===== src/rcrtm_pkg.sv =====
// Shared constants, register layout and types of the receive clock recovery and test mux block.
// Assumes a single 20 MHz clock and a synchronous active-high reset.
package rcrtm_pkg;

  // ****************************************
  // Clock and timing
  // ****************************************
  localparam int CLK_HZ = 20_000_000;
  localparam int RST_DELAY_MS = 300;
  localparam int TX_TIMEOUT_MS = 3000;
  localparam int RST_DELAY_CYC = RST_DELAY_MS * (CLK_HZ / 1000);
  localparam int TX_TIMEOUT_CYC = TX_TIMEOUT_MS * (CLK_HZ / 1000);
  localparam int SHORT_FACTOR = 256;
  localparam int SAMPLES_PER_BIT = 16;
  localparam logic [11:0] DIV_600 = 12'(CLK_HZ / (600 * SAMPLES_PER_BIT));
  localparam logic [11:0] DIV_1200 = 12'(CLK_HZ / (1200 * SAMPLES_PER_BIT));
  localparam logic [11:0] DIV_2400 = 12'(CLK_HZ / (2400 * SAMPLES_PER_BIT));
  localparam logic [3:0] PHASE_SAMPLE = 4'h8;

  // ****************************************
  // Demodulator and data filter
  // ****************************************
  localparam int IF_PERIOD_D0 = CLK_HZ / 2700;
  localparam int IF_PERIOD_D1 = CLK_HZ / 5400;
  localparam int STEP_SHIFT_D0 = 7;
  localparam int STEP_SHIFT_D1 = 6;
  localparam logic [15:0] PRESET_D0 = 16'((8 << STEP_SHIFT_D0) - IF_PERIOD_D0);
  localparam logic [15:0] PRESET_D1 = 16'((8 << STEP_SHIFT_D1) - IF_PERIOD_D1);
  localparam int DF_SHIFT = 2;
  localparam logic [7:0] DF_HYST_HI = 8'h88;
  localparam logic [7:0] DF_HYST_LO = 8'h78;

  // ****************************************
  // Register map
  // ****************************************
  localparam logic [7:0] OFS_TEST = 8'h00;
  localparam logic [7:0] OFS_SETUP = 8'h04;
  localparam logic [7:0] OFS_STATUS = 8'h08;
  localparam logic [7:0] OFS_RXDATA = 8'h0C;
  localparam int STATUS_OVERRUN_BIT = 5;
  localparam int FIFO_DEPTH = 8;
  localparam int FIFO_WIDTH = 8;

  typedef struct packed {
    logic observeKeepBit;
    logic asyncSelectBit;
    logic testSelHi;
    logic testSelLo;
  } rcrtm_test_t;

  typedef struct packed {
    logic [1:0] rxBaudRate;
    logic rxBandwidthA;
    logic baudSelectBit;
    logic modDepthBit;
    logic markMsb;
    logic powerDownBit;
    logic supervisionOptionBit;
    logic zeroCrossEnable;
    logic rxBandwidthB;
    logic [7:0] markLow;
  } rcrtm_setup_t;

  localparam rcrtm_test_t TEST_RST = 4'h0;
  localparam rcrtm_setup_t SETUP_RST = 18'h1F2C5;

  typedef enum logic [1:0] {
    MUX_NORMAL = 2'b00,
    MUX_IF = 2'b01,
    MUX_TXPATH = 2'b10,
    MUX_DPLL = 2'b11
  } rcrtm_mux_t;

endpackage : rcrtm_pkg


===== src/rcrtm_top.sv =====
// Receive clock recovery, demodulator word, data selectors, test mux and timers, APB slave.
// Assumes 20 MHz clk, synchronous reset, and analog-side signals arriving asynchronously.
//
// The address map and the APB slave port were chosen for this implementation.

// ****************************************
// Receive word FIFO
// ****************************************
module rcrtm_fifo #(
  parameter int WIDTH = 8,
  parameter int DEPTH = 8
) (
  input wire logic clk,
  input wire logic rst,
  input wire logic inValid,
  output logic inReady,
  input wire logic [WIDTH-1:0] inData,
  output logic outValid,
  input wire logic outReady,
  output logic [WIDTH-1:0] outData
);
  localparam int AW = $clog2(DEPTH);
  logic [WIDTH-1:0] mem_ff [DEPTH];
  logic [AW:0] wrPtr_ff;
  logic [AW:0] rdPtr_ff;
  wire logic push = inValid && inReady;
  wire logic pop = outValid && outReady;

  assign inReady = (wrPtr_ff[AW] == rdPtr_ff[AW]) || (wrPtr_ff[AW-1:0] != rdPtr_ff[AW-1:0]);
  assign outValid = wrPtr_ff != rdPtr_ff;
  assign outData = mem_ff[rdPtr_ff[AW-1:0]];

  always_ff @(posedge clk) begin
    if (push) begin
      mem_ff[wrPtr_ff[AW-1:0]] <= inData;
    end
  end

  always_ff @(posedge clk) begin
    if (rst) begin
      wrPtr_ff <= '0;
      rdPtr_ff <= '0;
    end else begin
      wrPtr_ff <= wrPtr_ff + (AW+1)'(push);
      rdPtr_ff <= rdPtr_ff + (AW+1)'(pop);
    end
  end
endmodule : rcrtm_fifo

module rcrtm_top #(
  parameter int RST_DELAY = rcrtm_pkg::RST_DELAY_CYC,
  parameter int TX_TIMEOUT = rcrtm_pkg::TX_TIMEOUT_CYC
) (
  input wire logic clk,
  input wire logic rst,
  input wire logic psel,
  input wire logic penable,
  input wire logic pwrite,
  input wire logic [7:0] paddr,
  input wire logic [31:0] pwdata,
  output logic [31:0] prdata,
  output logic pready,
  output logic pslverr,
  input wire logic ifCompIn,
  input wire logic testInputPin,
  input wire logic txModeIn,
  input wire logic supplyLowIn,
  input wire logic lockBondedLowIn,
  input wire logic switchedCapClockIn,
  input wire logic mixerRefClockIn,
  output logic rxDataOut,
  output logic rxtxClockOut,
  output logic systemClockOut,
  output rcrtm_pkg::rcrtm_mux_t testOutputSel,
  output rcrtm_pkg::rcrtm_mux_t testInputRoute,
  output logic testInputEnable,
  output logic supplyResetNOut,
  output logic supplyResetNOe,
  output logic txTimeoutOut
);
  import rcrtm_pkg::*;

  // ****************************************
  // Input synchronisers
  // ****************************************
  localparam int NSYNC = 7;
  wire logic [NSYNC-1:0] pinsRaw = {mixerRefClockIn, switchedCapClockIn, lockBondedLowIn,
                                    supplyLowIn, txModeIn, testInputPin, ifCompIn};
  logic [NSYNC-1:0] meta_ff;
  logic [NSYNC-1:0] sync_ff;
  genvar gi;
  generate
    for (gi = 0; gi < NSYNC; gi++) begin : g_sync
      always_ff @(posedge clk) begin
        if (rst) begin
          meta_ff[gi] <= 1'b0;
          sync_ff[gi] <= 1'b0;
        end else begin
          meta_ff[gi] <= pinsRaw[gi];
          sync_ff[gi] <= meta_ff[gi];
        end
      end
    end
  endgenerate
  wire logic ifSync = sync_ff[0];
  wire logic testInSync = sync_ff[1];
  wire logic txModeSync = sync_ff[2];
  wire logic supplyLowSync = sync_ff[3];
  wire logic lockSync = sync_ff[4];
  wire logic scClkSync = sync_ff[5];
  wire logic mixClkSync = sync_ff[6];

  // ****************************************
  // Registers and test decode
  // ****************************************
  rcrtm_test_t testReg_ff;
  rcrtm_setup_t setupReg_ff;
  wire rcrtm_mux_t muxState = rcrtm_mux_t'({testReg_ff.testSelHi, testReg_ff.testSelLo});
  wire logic tinActive = !testReg_ff.observeKeepBit;
  wire logic bypass = (muxState == MUX_NORMAL) && tinActive && testInSync;

  // ****************************************
  // Demodulator period counter
  // ****************************************
  logic ifPrev_ff;
  logic [15:0] perCnt_ff;
  logic [3:0] demodCode_ff;
  wire logic ifRise = ifSync && !ifPrev_ff;
  wire logic [15:0] preset = setupReg_ff.modDepthBit ? PRESET_D1 : PRESET_D0;
  wire logic [15:0] scaled = setupReg_ff.modDepthBit ? (perCnt_ff >> STEP_SHIFT_D1)
                                                     : (perCnt_ff >> STEP_SHIFT_D0);
  // deviation code, clipped to four bits
  wire logic [3:0] codeNow = perCnt_ff[15] ? 4'h0 : (scaled > 16'h000F) ? 4'hF : scaled[3:0];

  always_ff @(posedge clk) begin
    if (rst) begin
      ifPrev_ff <= 1'b0;
      perCnt_ff <= PRESET_D0;
      demodCode_ff <= 4'h8;
    end else begin
      ifPrev_ff <= ifSync;
      perCnt_ff <= ifRise ? preset : perCnt_ff + 16'h0001;
      demodCode_ff <= ifRise ? codeNow : demodCode_ff;
    end
  end

  // ****************************************
  // Sample tick and data filter
  // ****************************************
  logic [11:0] divCnt_ff;
  logic [7:0] dfAcc_ff;
  logic dfBit_ff;
  wire logic [11:0] divLimit = (setupReg_ff.rxBaudRate == 2'b00) ? DIV_600 :
                               (setupReg_ff.rxBaudRate == 2'b01) ? DIV_1200 : DIV_2400;
  wire logic tick = divCnt_ff >= divLimit - 12'h001;
  wire logic [7:0] dfIn = {demodCode_ff, 4'h0};
  // Nine-bit difference, no wrap on large swings
  wire logic signed [8:0] dfDiff = $signed({1'b0, dfIn}) - $signed({1'b0, dfAcc_ff});
  wire logic [7:0] dfStep = 8'(dfDiff >>> DF_SHIFT);

  always_ff @(posedge clk) begin
    if (rst) begin
      divCnt_ff <= 12'h000;
      dfAcc_ff <= 8'h80;
      dfBit_ff <= 1'b0;
    end else begin
      divCnt_ff <= tick ? 12'h000 : divCnt_ff + 12'h001;
      dfAcc_ff <= tick ? dfAcc_ff + dfStep : dfAcc_ff;
      dfBit_ff <= (dfAcc_ff > DF_HYST_HI) ? 1'b1 : (dfAcc_ff < DF_HYST_LO) ? 1'b0 : dfBit_ff;
    end
  end

  // ****************************************
  // Clock recovery PLL
  // ****************************************
  logic [3:0] phase_ff;
  logic pllPrev_ff;
  logic syncRx_ff;
  logic [3:0] txPhase_ff;
  wire logic pllIn = (muxState == MUX_DPLL && tinActive) ? testInSync : dfBit_ff;
  wire logic pllEdge = pllIn != pllPrev_ff;
  wire logic [3:0] phaseStep = !pllEdge ? 4'h1 : (phase_ff == 4'h0) ? 4'h1 :
                               (phase_ff < PHASE_SAMPLE) ? 4'h2 : 4'h0;
  // clock rises four ticks after resample
  wire logic recClk = !(phase_ff[3] ^ phase_ff[2]);
  wire logic txClk = !txPhase_ff[3];

  // phase nudged by data edges, resample mid-bit
  always_ff @(posedge clk) begin
    if (rst) begin
      phase_ff <= 4'h0;
      pllPrev_ff <= 1'b0;
      syncRx_ff <= 1'b0;
      txPhase_ff <= 4'h0;
    end else if (tick) begin
      phase_ff <= phase_ff + phaseStep;
      pllPrev_ff <= pllIn;
      syncRx_ff <= (phase_ff == PHASE_SAMPLE) ? pllIn : syncRx_ff;
      txPhase_ff <= txPhase_ff + 4'h1;
    end
  end

  // ****************************************
  // Output selectors
  // ****************************************
  logic rxData_ff;
  logic rxtxClk_ff;
  logic sysClk_ff;
  rcrtm_mux_t muxOut_ff;
  wire logic sysClkSel = (muxState == MUX_NORMAL) ? !sysClk_ff :
                         (muxState == MUX_IF) ? ifSync :
                         (muxState == MUX_TXPATH) ? scClkSync : mixClkSync;

  always_ff @(posedge clk) begin
    if (rst) begin
      rxData_ff <= 1'b0;
      rxtxClk_ff <= 1'b0;
      sysClk_ff <= 1'b0;
      muxOut_ff <= MUX_NORMAL;
    end else begin
      rxData_ff <= testReg_ff.asyncSelectBit ? pllIn : syncRx_ff;
      rxtxClk_ff <= txModeSync ? recClk : txClk;
      sysClk_ff <= sysClkSel;
      muxOut_ff <= muxState;
    end
  end
  assign rxDataOut = rxData_ff;
  assign rxtxClockOut = rxtxClk_ff;
  assign systemClockOut = sysClk_ff;
  assign testOutputSel = muxOut_ff;
  assign testInputRoute = muxOut_ff;
  assign testInputEnable = tinActive;

  // ****************************************
  // Reset delay and transmit timeout
  // ****************************************
  logic [22:0] rstCnt_ff;
  logic [25:0] txCnt_ff;
  logic resetOe_ff;
  logic txTimeout_ff;
  wire logic [22:0] rstLimit = testReg_ff.testSelHi ? 23'(RST_DELAY / SHORT_FACTOR)
                                                    : 23'(RST_DELAY);
  wire logic [25:0] txLimit = testReg_ff.testSelHi ? 26'(TX_TIMEOUT / SHORT_FACTOR)
                                                   : 26'(TX_TIMEOUT);
  wire logic rstDone = bypass || (rstCnt_ff >= rstLimit - 23'h1);
  wire logic txDone = !bypass && (txCnt_ff >= txLimit - 26'h1);

  always_ff @(posedge clk) begin
    if (rst) begin
      rstCnt_ff <= 23'h0;
      txCnt_ff <= 26'h0;
      resetOe_ff <= 1'b1;
      txTimeout_ff <= 1'b0;
    end else begin
      rstCnt_ff <= supplyLowSync ? 23'h0 : rstDone ? rstCnt_ff : rstCnt_ff + 23'h1;
      // low while supply low or delay running
      resetOe_ff <= supplyLowSync || !rstDone;
      txCnt_ff <= (txModeSync || txDone) ? txCnt_ff & {26{!txModeSync}} : txCnt_ff + 26'h1;
      txTimeout_ff <= !txModeSync && txDone;
    end
  end
  assign supplyResetNOut = 1'b0;
  assign supplyResetNOe = resetOe_ff;
  assign txTimeoutOut = txTimeout_ff;

  // ****************************************
  // Receive byte assembly and FIFO
  // ****************************************
  logic [7:0] shReg_ff;
  logic [2:0] bitCnt_ff;
  logic wordValid_ff;
  logic overrun_ff;
  logic fifoInReady;
  logic fifoOutValid;
  logic [7:0] fifoOutData;
  logic fifoPop;
  logic ovrClear;
  wire logic bitTick = tick && phase_ff == PHASE_SAMPLE && txModeSync;
  wire logic bitLost = bitTick && wordValid_ff && !fifoInReady;

  always_ff @(posedge clk) begin
    if (rst) begin
      shReg_ff <= 8'h00;
      bitCnt_ff <= 3'h0;
      wordValid_ff <= 1'b0;
      overrun_ff <= 1'b0;
    end else begin
      if (bitTick && !(wordValid_ff && !fifoInReady)) begin
        shReg_ff <= {pllIn, shReg_ff[7:1]};
        bitCnt_ff <= bitCnt_ff + 3'h1;
      end
      wordValid_ff <= (bitTick && bitCnt_ff == 3'h7) || (wordValid_ff && !fifoInReady);
      overrun_ff <= bitLost || (overrun_ff && !ovrClear);
    end
  end

  rcrtm_fifo #(.WIDTH(FIFO_WIDTH), .DEPTH(FIFO_DEPTH)) u_fifo (
    .clk(clk),
    .rst(rst),
    .inValid(wordValid_ff),
    .inReady(fifoInReady),
    .inData(shReg_ff),
    .outValid(fifoOutValid),
    .outReady(fifoPop),
    .outData(fifoOutData)
  );

  // ****************************************
  // APB slave
  // ****************************************
  function automatic logic isMapped(input logic [7:0] a);
    return a == OFS_TEST || a == OFS_SETUP || a == OFS_STATUS || a == OFS_RXDATA;
  endfunction

  logic [31:0] prdata_ff;
  wire logic access = psel && penable;
  // locked part writes only test register
  wire logic lockBlock = pwrite && lockSync && paddr != OFS_TEST;
  wire logic busErr = !isMapped(paddr) || lockBlock;
  wire logic wrOk = access && pwrite && !busErr;
  wire logic [31:0] statusWord = {21'h0, dfBit_ff, muxState, txTimeout_ff, lockSync,
                                  overrun_ff, fifoOutValid, demodCode_ff};
  wire logic [31:0] rdWord = (paddr == OFS_TEST) ? {28'h0, testReg_ff} :
                             (paddr == OFS_SETUP) ? {14'h0, setupReg_ff} :
                             (paddr == OFS_STATUS) ? statusWord :
                             (paddr == OFS_RXDATA) ? {23'h0, fifoOutValid, fifoOutData} : 32'h0;
  assign pready = access;
  assign pslverr = access && busErr;
  assign prdata = prdata_ff;
  assign fifoPop = access && !pwrite && paddr == OFS_RXDATA;
  assign ovrClear = wrOk && paddr == OFS_STATUS && pwdata[STATUS_OVERRUN_BIT];

  always_ff @(posedge clk) begin
    if (rst) begin
      prdata_ff <= 32'h0;
      testReg_ff <= TEST_RST;
      setupReg_ff <= SETUP_RST;
    end else begin
      prdata_ff <= (psel && !penable && !pwrite) ? rdWord : prdata_ff;
      testReg_ff <= (wrOk && paddr == OFS_TEST) ? rcrtm_test_t'(pwdata[3:0]) : testReg_ff;
      setupReg_ff <= (wrOk && paddr == OFS_SETUP) ? rcrtm_setup_t'(pwdata[17:0]) : setupReg_ff;
    end
  end

  // ****************************************
  // Assertions
  // ****************************************
  property p_resample;
    @(posedge clk) disable iff (rst) tick && phase_ff == PHASE_SAMPLE |=> syncRx_ff == $past(pllIn);
  endproperty
  a_resample: assert property (p_resample) else $error("resampled bit wrong");

  property p_rx_mux;
    @(posedge clk) disable iff (rst)
      testReg_ff.asyncSelectBit ##1 testReg_ff.asyncSelectBit |-> rxDataOut == $past(pllIn);
  endproperty
  a_rx_mux: assert property (p_rx_mux) else $error("raw data not routed");

  property p_clk_mux;
    @(posedge clk) disable iff (rst) !txModeSync |=> rxtxClockOut == $past(txClk);
  endproperty
  a_clk_mux: assert property (p_clk_mux) else $error("transmit clock not routed");

  property p_sync_stable;
    @(posedge clk) disable iff (rst)
      $rose(rxtxClockOut) && $past(txModeSync, 2) && $past(!testReg_ff.asyncSelectBit, 2)
      |-> $stable(rxDataOut);
  endproperty
  a_sync_stable: assert property (p_sync_stable) else $error("data moved at clock rise");

  property p_decode;
    @(posedge clk) disable iff (rst)
      1'b1 |=> testOutputSel == {$past(testReg_ff.testSelHi), $past(testReg_ff.testSelLo)};
  endproperty
  a_decode: assert property (p_decode) else $error("mux state decode wrong");

  property p_bypass;
    @(posedge clk) disable iff (rst) bypass && !supplyLowSync |=> !supplyResetNOe && !txTimeoutOut;
  endproperty
  a_bypass: assert property (p_bypass) else $error("timers not bypassed");

  property p_short;
    @(posedge clk) disable iff (rst)
      $fell(supplyResetNOe) |-> $past(bypass) || $past(rstCnt_ff) == $past(rstLimit) - 23'h1;
  endproperty
  a_short: assert property (p_short) else $error("reset delay length wrong");

  property p_sysclk;
    @(posedge clk) disable iff (rst)
      muxState == MUX_NORMAL |=> systemClockOut == !$past(systemClockOut);
  endproperty
  a_sysclk: assert property (p_sysclk) else $error("system clock not halved");

  property p_lock;
    @(posedge clk) disable iff (rst)
      access && lockBlock |-> pslverr ##1 setupReg_ff == $past(setupReg_ff);
  endproperty
  a_lock: assert property (p_lock) else $error("locked write took effect");

endmodule : rcrtm_top


===== config.mk =====
export PLATFORM = sky130hd
export DESIGN_NAME = rcrtm_top
export DESIGN_NICKNAME = d
export VERILOG_FILES = /design/src/rcrtm_pkg.sv /design/src/rcrtm_top.sv
export SDC_FILE = /design/constraint.sdc
export NUM_CORES = 1
export LEC_CHECK = 0
export BUFFER_PORTS_ARGS = -buffer_cell sky130_fd_sc_hd__buf_4
export CAP_MARGIN = 20
export CORE_MARGIN = 2
export CORE_UTILIZATION = 50
export CTS_BUF_LIST = sky130_fd_sc_hd__clkbuf_16
export DETAILED_ROUTE_END_ITERATION = 10
export PLACE_DENSITY_LB_ADDON = 0.15
export SLEW_MARGIN = 25
export SYNTH_ARGS = -nofsm -noshare
export SYNTH_HDL_FRONTEND = slang
export SYNTH_HIERARCHICAL = 1
export SYNTH_SLANG_ARGS = --single-unit

===== constraint.sdc =====
create_clock -name clk -period 3.95 [get_ports clk]
set_clock_uncertainty 0.05 [all_clocks]
set_input_delay 0.395 -clock clk [delete_from_list [all_inputs] [get_ports clk]]
set_output_delay 0.395 -clock clk [all_outputs]
set_load 0.01 [all_outputs]

==> results.md <==
Worst setup path:
- The largest individual stage delay along the critical path comes from the cell sky130_fd_sc_hd__dfxtp_1.
- The reg-to-reg critical path startpoint is muxState[1].
- STA puts the critical path data required time at 4.36 ns.
- In this run the worst setup path begins at muxState[1].
- The worst register-to-register path ends at rstCnt_ff[4].
- Data arrives at the worst endpoint at between 3 and 4 ns.
- Traced cell by cell, the critical path runs through buf_4 > ha_1 > o211a_1 > a2111oi_0 > o21ai_0 > o22a_1 > a21boi_0 > mux2i_1.
- The worst setup path is of the flop to flop kind.
- The largest single stage delay on the critical path is ~0.64 ns.
- The minimum setup slack among reg-to-reg paths is 0.71 ns.
- The worst setup path is captured at a flop.
- The critical path startpoint category is a flop.
- The highest net fanout along the worst path is 19.
- The logic depth of the worst register-to-register path is 8.
- The number of buffers and inverters on the critical path is 1.
- The critical path's top delay family is compound AO/OA/AOI/OAI gates.

Floorplan:
- The number of top-level pins is 97.
- After floorplanning, the core was divided into 57 placement rows.
- The initial cell density of the core is 50.7%.
- The floorplan step defined a die boundary enclosing 0.0258 sq mm.
- The width of the die is 161 um.
- The core region is between 0.02 and 0.025 sq mm.
- Measured along the y axis, the die boundary spans roughly 160 um.

Clock tree:
- The maximum clock insertion buffer count is 3.
- Post-CTS repair changed the size of 0 cells.
- The post-CTS setup buffer count is 0.
- CTS saw 247 sinks.
- The CTS tree is built.
- In this run, CTS created clock tree buffers numbering 27.
- The number of H-tree levels is 1.
- The root buffer cell chosen for the clock tree is sky130_fd_sc_hd__clkbuf_16.
- Clock-pin slew was measured on the worst setup and hold paths at roughly 0.060 ns.
- The later pin in the worst-skew pair is clocked with a latency of 0.53 ns.

Min path:
- The classification of the worst-slack hold path is primary input to flop.
- The worst hold path cell count is 2.
- The startpoint identified for the worst hold timing path is pwdata[2].
- The hold path endpoint is setupReg_ff[2].

Global route:
- Entering global routing, the biggest net connects 53 pins.
- The peak-usage layer in the global routing report is met2.
- Summed over all layers, the global routing overflow is 0.
- Global routing consumed, over all layers together, 20.8% of the routing resources.
- The number of antenna violations at the first check in global routing is 0.
- Global routing used 34.0% of the available met2 tracks.
- The wire length of the first global-routing pass is 44,600 um.
- The number of global-route vias before repair came to 8,814.
- The met1 layer usage reported by global route is 28.8%.
- For met3 alone, demand over resource in global routing was 3.85%.

Layout:
- Excluding fillers, the count of instances in the completed layout stands at 1,600.
- The register area is 0.00559 sq mm.
- The layout net count is approximately 1,400.
- The post-synthesis to final-layout area growth is 13.5%.
- The multi-input combinational cells in the finished layout cover a total of 0.00622 sq mm.
- Counting the fill cells in the layout gives roughly 2,100.
- The proportion of layout cells with a drive suffix above 1 is 13.2%.

STA:
- The transition time at the pin with the least slew margin is 0.982 ns.
- Headroom to the max-slew limit came out at 34.5%.
- Setup slack closes at 0.705 ns.
- The count of endpoints failing setup in the final report is 0.
- In the final timing run, aggregate negative setup slack is 0 ns.
- The smallest clock period supported by the final layout is computed as 3.24 ns.
- The number of max-slew violations in the final report is 0.
- The maximum clock rate is between 300 and 400 MHz.
- Setup repair after global routing left no endpoint under its margin.
- The number of endpoints with negative hold slack in the final report is 0.
- The portion of the clock cycle consumed by the worst path in the final layout is 82.2%.

Route:
- The via count is ~9,100.
- Dividing the detail-routed via count by the number of cells gives 5.69.
- The detailed-route DRC error count is 0.
- The final layout contains routed wiring with a total length of between 20,000 and 30,000 um.
- The count of nets left with antenna violations once routing finished came out at 0.
- The first detailed-routing pass took 5 iterations.
- The routed length per instance is 16.7 um.
- The initial DRC count is 510.

Logic synthesis:
- The distinct cell type count after synthesis is 70.
- The register bit total from synthesis is 247.
- Sorting the synthesized cells by area gives the leading types as sky130_fd_sc_hd__dfxtp_1, sky130_fd_sc_hd__edfxtp_1, sky130_fd_sc_hd__ha_1.
- The cell count after synthesis is 1,198.
- Counting flops with a built-in enable in the synthesized netlist gives 64.
- Summing the sequential cell areas from Yosys gives 45.5% of the chip area.
- In the synthesized netlist the dominant register cell turns out to be sky130_fd_sc_hd__dfxtp_1.
- During synthesis, Yosys emitted a total of 6 warnings.
- The synthesized design devotes to its leading area cell type between 20% and 30% of total area.
- The biggest area contributor in the post-synthesis netlist is sky130_fd_sc_hd__dfxtp_1.
- The most common cell in the synthesized netlist is sky130_fd_sc_hd__dfxtp_1.
- In this run the cell area of the synthesized design comes to 0.0123 sq mm.
- The fraction of registers with async set or reset after synthesis is 0%.
- Averaged over all synthesized cells, the footprint is roughly 10 sq um.
- Counting instances in the post-synthesis netlist gives the leading cell types as sky130_fd_sc_hd__dfxtp_1, sky130_fd_sc_hd__nand2_1, sky130_fd_sc_hd__nor2_1.

Power:
- Power spread over the standard cell area amounts to 377 mW/mm^2.
- IR analysis of the VDD net gives a maximum drop of 346 uV.
- The leakage power figure is 5.10 nW.

Placement:
- Routability-driven placement finished with a final weighted congestion of 0.769.
- Detailed placement ended at an HPWL of 17,600 um.
- The minimum setup slack after placement is 0.665 ns.
- The number of placed instances with taps included is 1,544.
- The number of input and output port buffers inserted is 67.

Job:
- Max-cap violations in this run came to 0.

Status:
- The run finished with clean final reports.
## worst register-to-register path, cell delays in order, from the launching register on
cell                        delay, ns
sky130_fd_sc_hd__dfxtp_1         0.64
sky130_fd_sc_hd__buf_4           0.34
sky130_fd_sc_hd__ha_1            0.27
sky130_fd_sc_hd__o211a_1         0.20
sky130_fd_sc_hd__a2111oi_0       0.49
sky130_fd_sc_hd__o21ai_0         0.17
sky130_fd_sc_hd__o22a_1          0.47
sky130_fd_sc_hd__a21boi_0        0.34
sky130_fd_sc_hd__mux2i_1         0.20
## metal layers
metal / up-vias / routed length [um]
met3: 35 / 1360
met4: 0 / 432
met2: 180 / 12200
li1: 4501 / -
met1: 4395 / 12800
met5: - / 0
## state kept, by name (all words and copies together), names as in the netlist, 12 cells and up
| signal | cells |
|---|---|
| setupReg_ff | 18 |
| prdata | 18 |
| txCnt_ff | 26 |
| divCnt_ff | 12 |
| perCnt_ff | 16 |
| u_fifo/mem_ff | 64 |
| rstCnt_ff | 23 |
## cell usage in the layout (no fill, tap or decap), types with 25 or more instances in the layout
cell type                   synthesis  final
sky130_fd_sc_hd__dfxtp_1          183    183
sky130_fd_sc_hd__buf_4             17     95
sky130_fd_sc_hd__nand2_1           85     85
sky130_fd_sc_hd__nor2_1            82     82
sky130_fd_sc_hd__a21oi_1           65     65
sky130_fd_sc_hd__edfxtp_1          64     64
sky130_fd_sc_hd__ha_1              63     63
sky130_fd_sc_hd__mux2i_1           60     60
sky130_fd_sc_hd__nand3_1           50     50
sky130_fd_sc_hd__or3_1             41     41
sky130_fd_sc_hd__nor2b_1           40     40
sky130_fd_sc_hd__inv_1             24     30
sky130_fd_sc_hd__clkbuf_16          0     27
sky130_fd_sc_hd__xnor2_1           25     25
sky130_fd_sc_hd__nor3_1            25     25
## where the power goes
group | internal (mW) | switching, mW | leakage, nW | total [mW]
sequential | 2.60 | 0.0211 | 1.96 | 2.63
clock | 1.43 | 0.996 | 0.440 | 2.42
combinational | 0.0890 | 0.114 | 2.70 | 0.203
total | 4.12 | 1.13 | 5.10 | 5.25
## layout make-up
type / instances / share of cell area [%]
Timing Repair Buffer: 101 / 5.55
Antenna cell: 1 / 0.0180
Multi-Input combinational cell: 854 / 44.7
Tap cell: 324 / 2.91
Sequential cell: 247 / 40.1
Clock buffer: 27 / 4.85
Inverter: 24 / 0.647
Clock inverter: 22 / 1.24
## worst max-delay path by stage
stage / endpoint / cells past startpoint
3_3_place_gp: rstCnt_ff[4] / 8
2_1_floorplan: rstCnt_ff[12] / 11
6_report: rstCnt_ff[4] / 8
3_5_place_dp: rstCnt_ff[4] / 8
5_1_grt: txCnt_ff[20] / 9
4_1_cts: rstCnt_ff[4] / 8
## what timing repair did
item / 4_1_cts / 5_1_grt
endpoints found under the hold margin: 6 / 0
setup endpoints to repair: 0 / 0
hold buffers: 6 / 0
## kinds of logic after synthesis
group / synth area share (%)
XOR/XNOR: 3.29
buffers and inverters: 4.36
AND/OR/NAND/NOR: 18.8
multiplexers: 10.4
flip-flops: 45.5
other: 0.0612
AO/OA/AOI/OAI: 10.8
adder cells (fa/ha/maj): 6.75
## metrics by stage
stage	total power [mW]	area (sq um)	hold slack, ns	util (%)
floorplan	2.81	12300	0.321	-
global placement	2.88	13000	0.333	53.8
detailed placement	2.88	13000	0.342	53.8
CTS	5.31	13900	0.00346	57.6
global route	5.45	13900	0.0146	57.6
finish	5.25	13900	0.0254	57.6
Note: power is estimated with default switching activity, not from simulation.
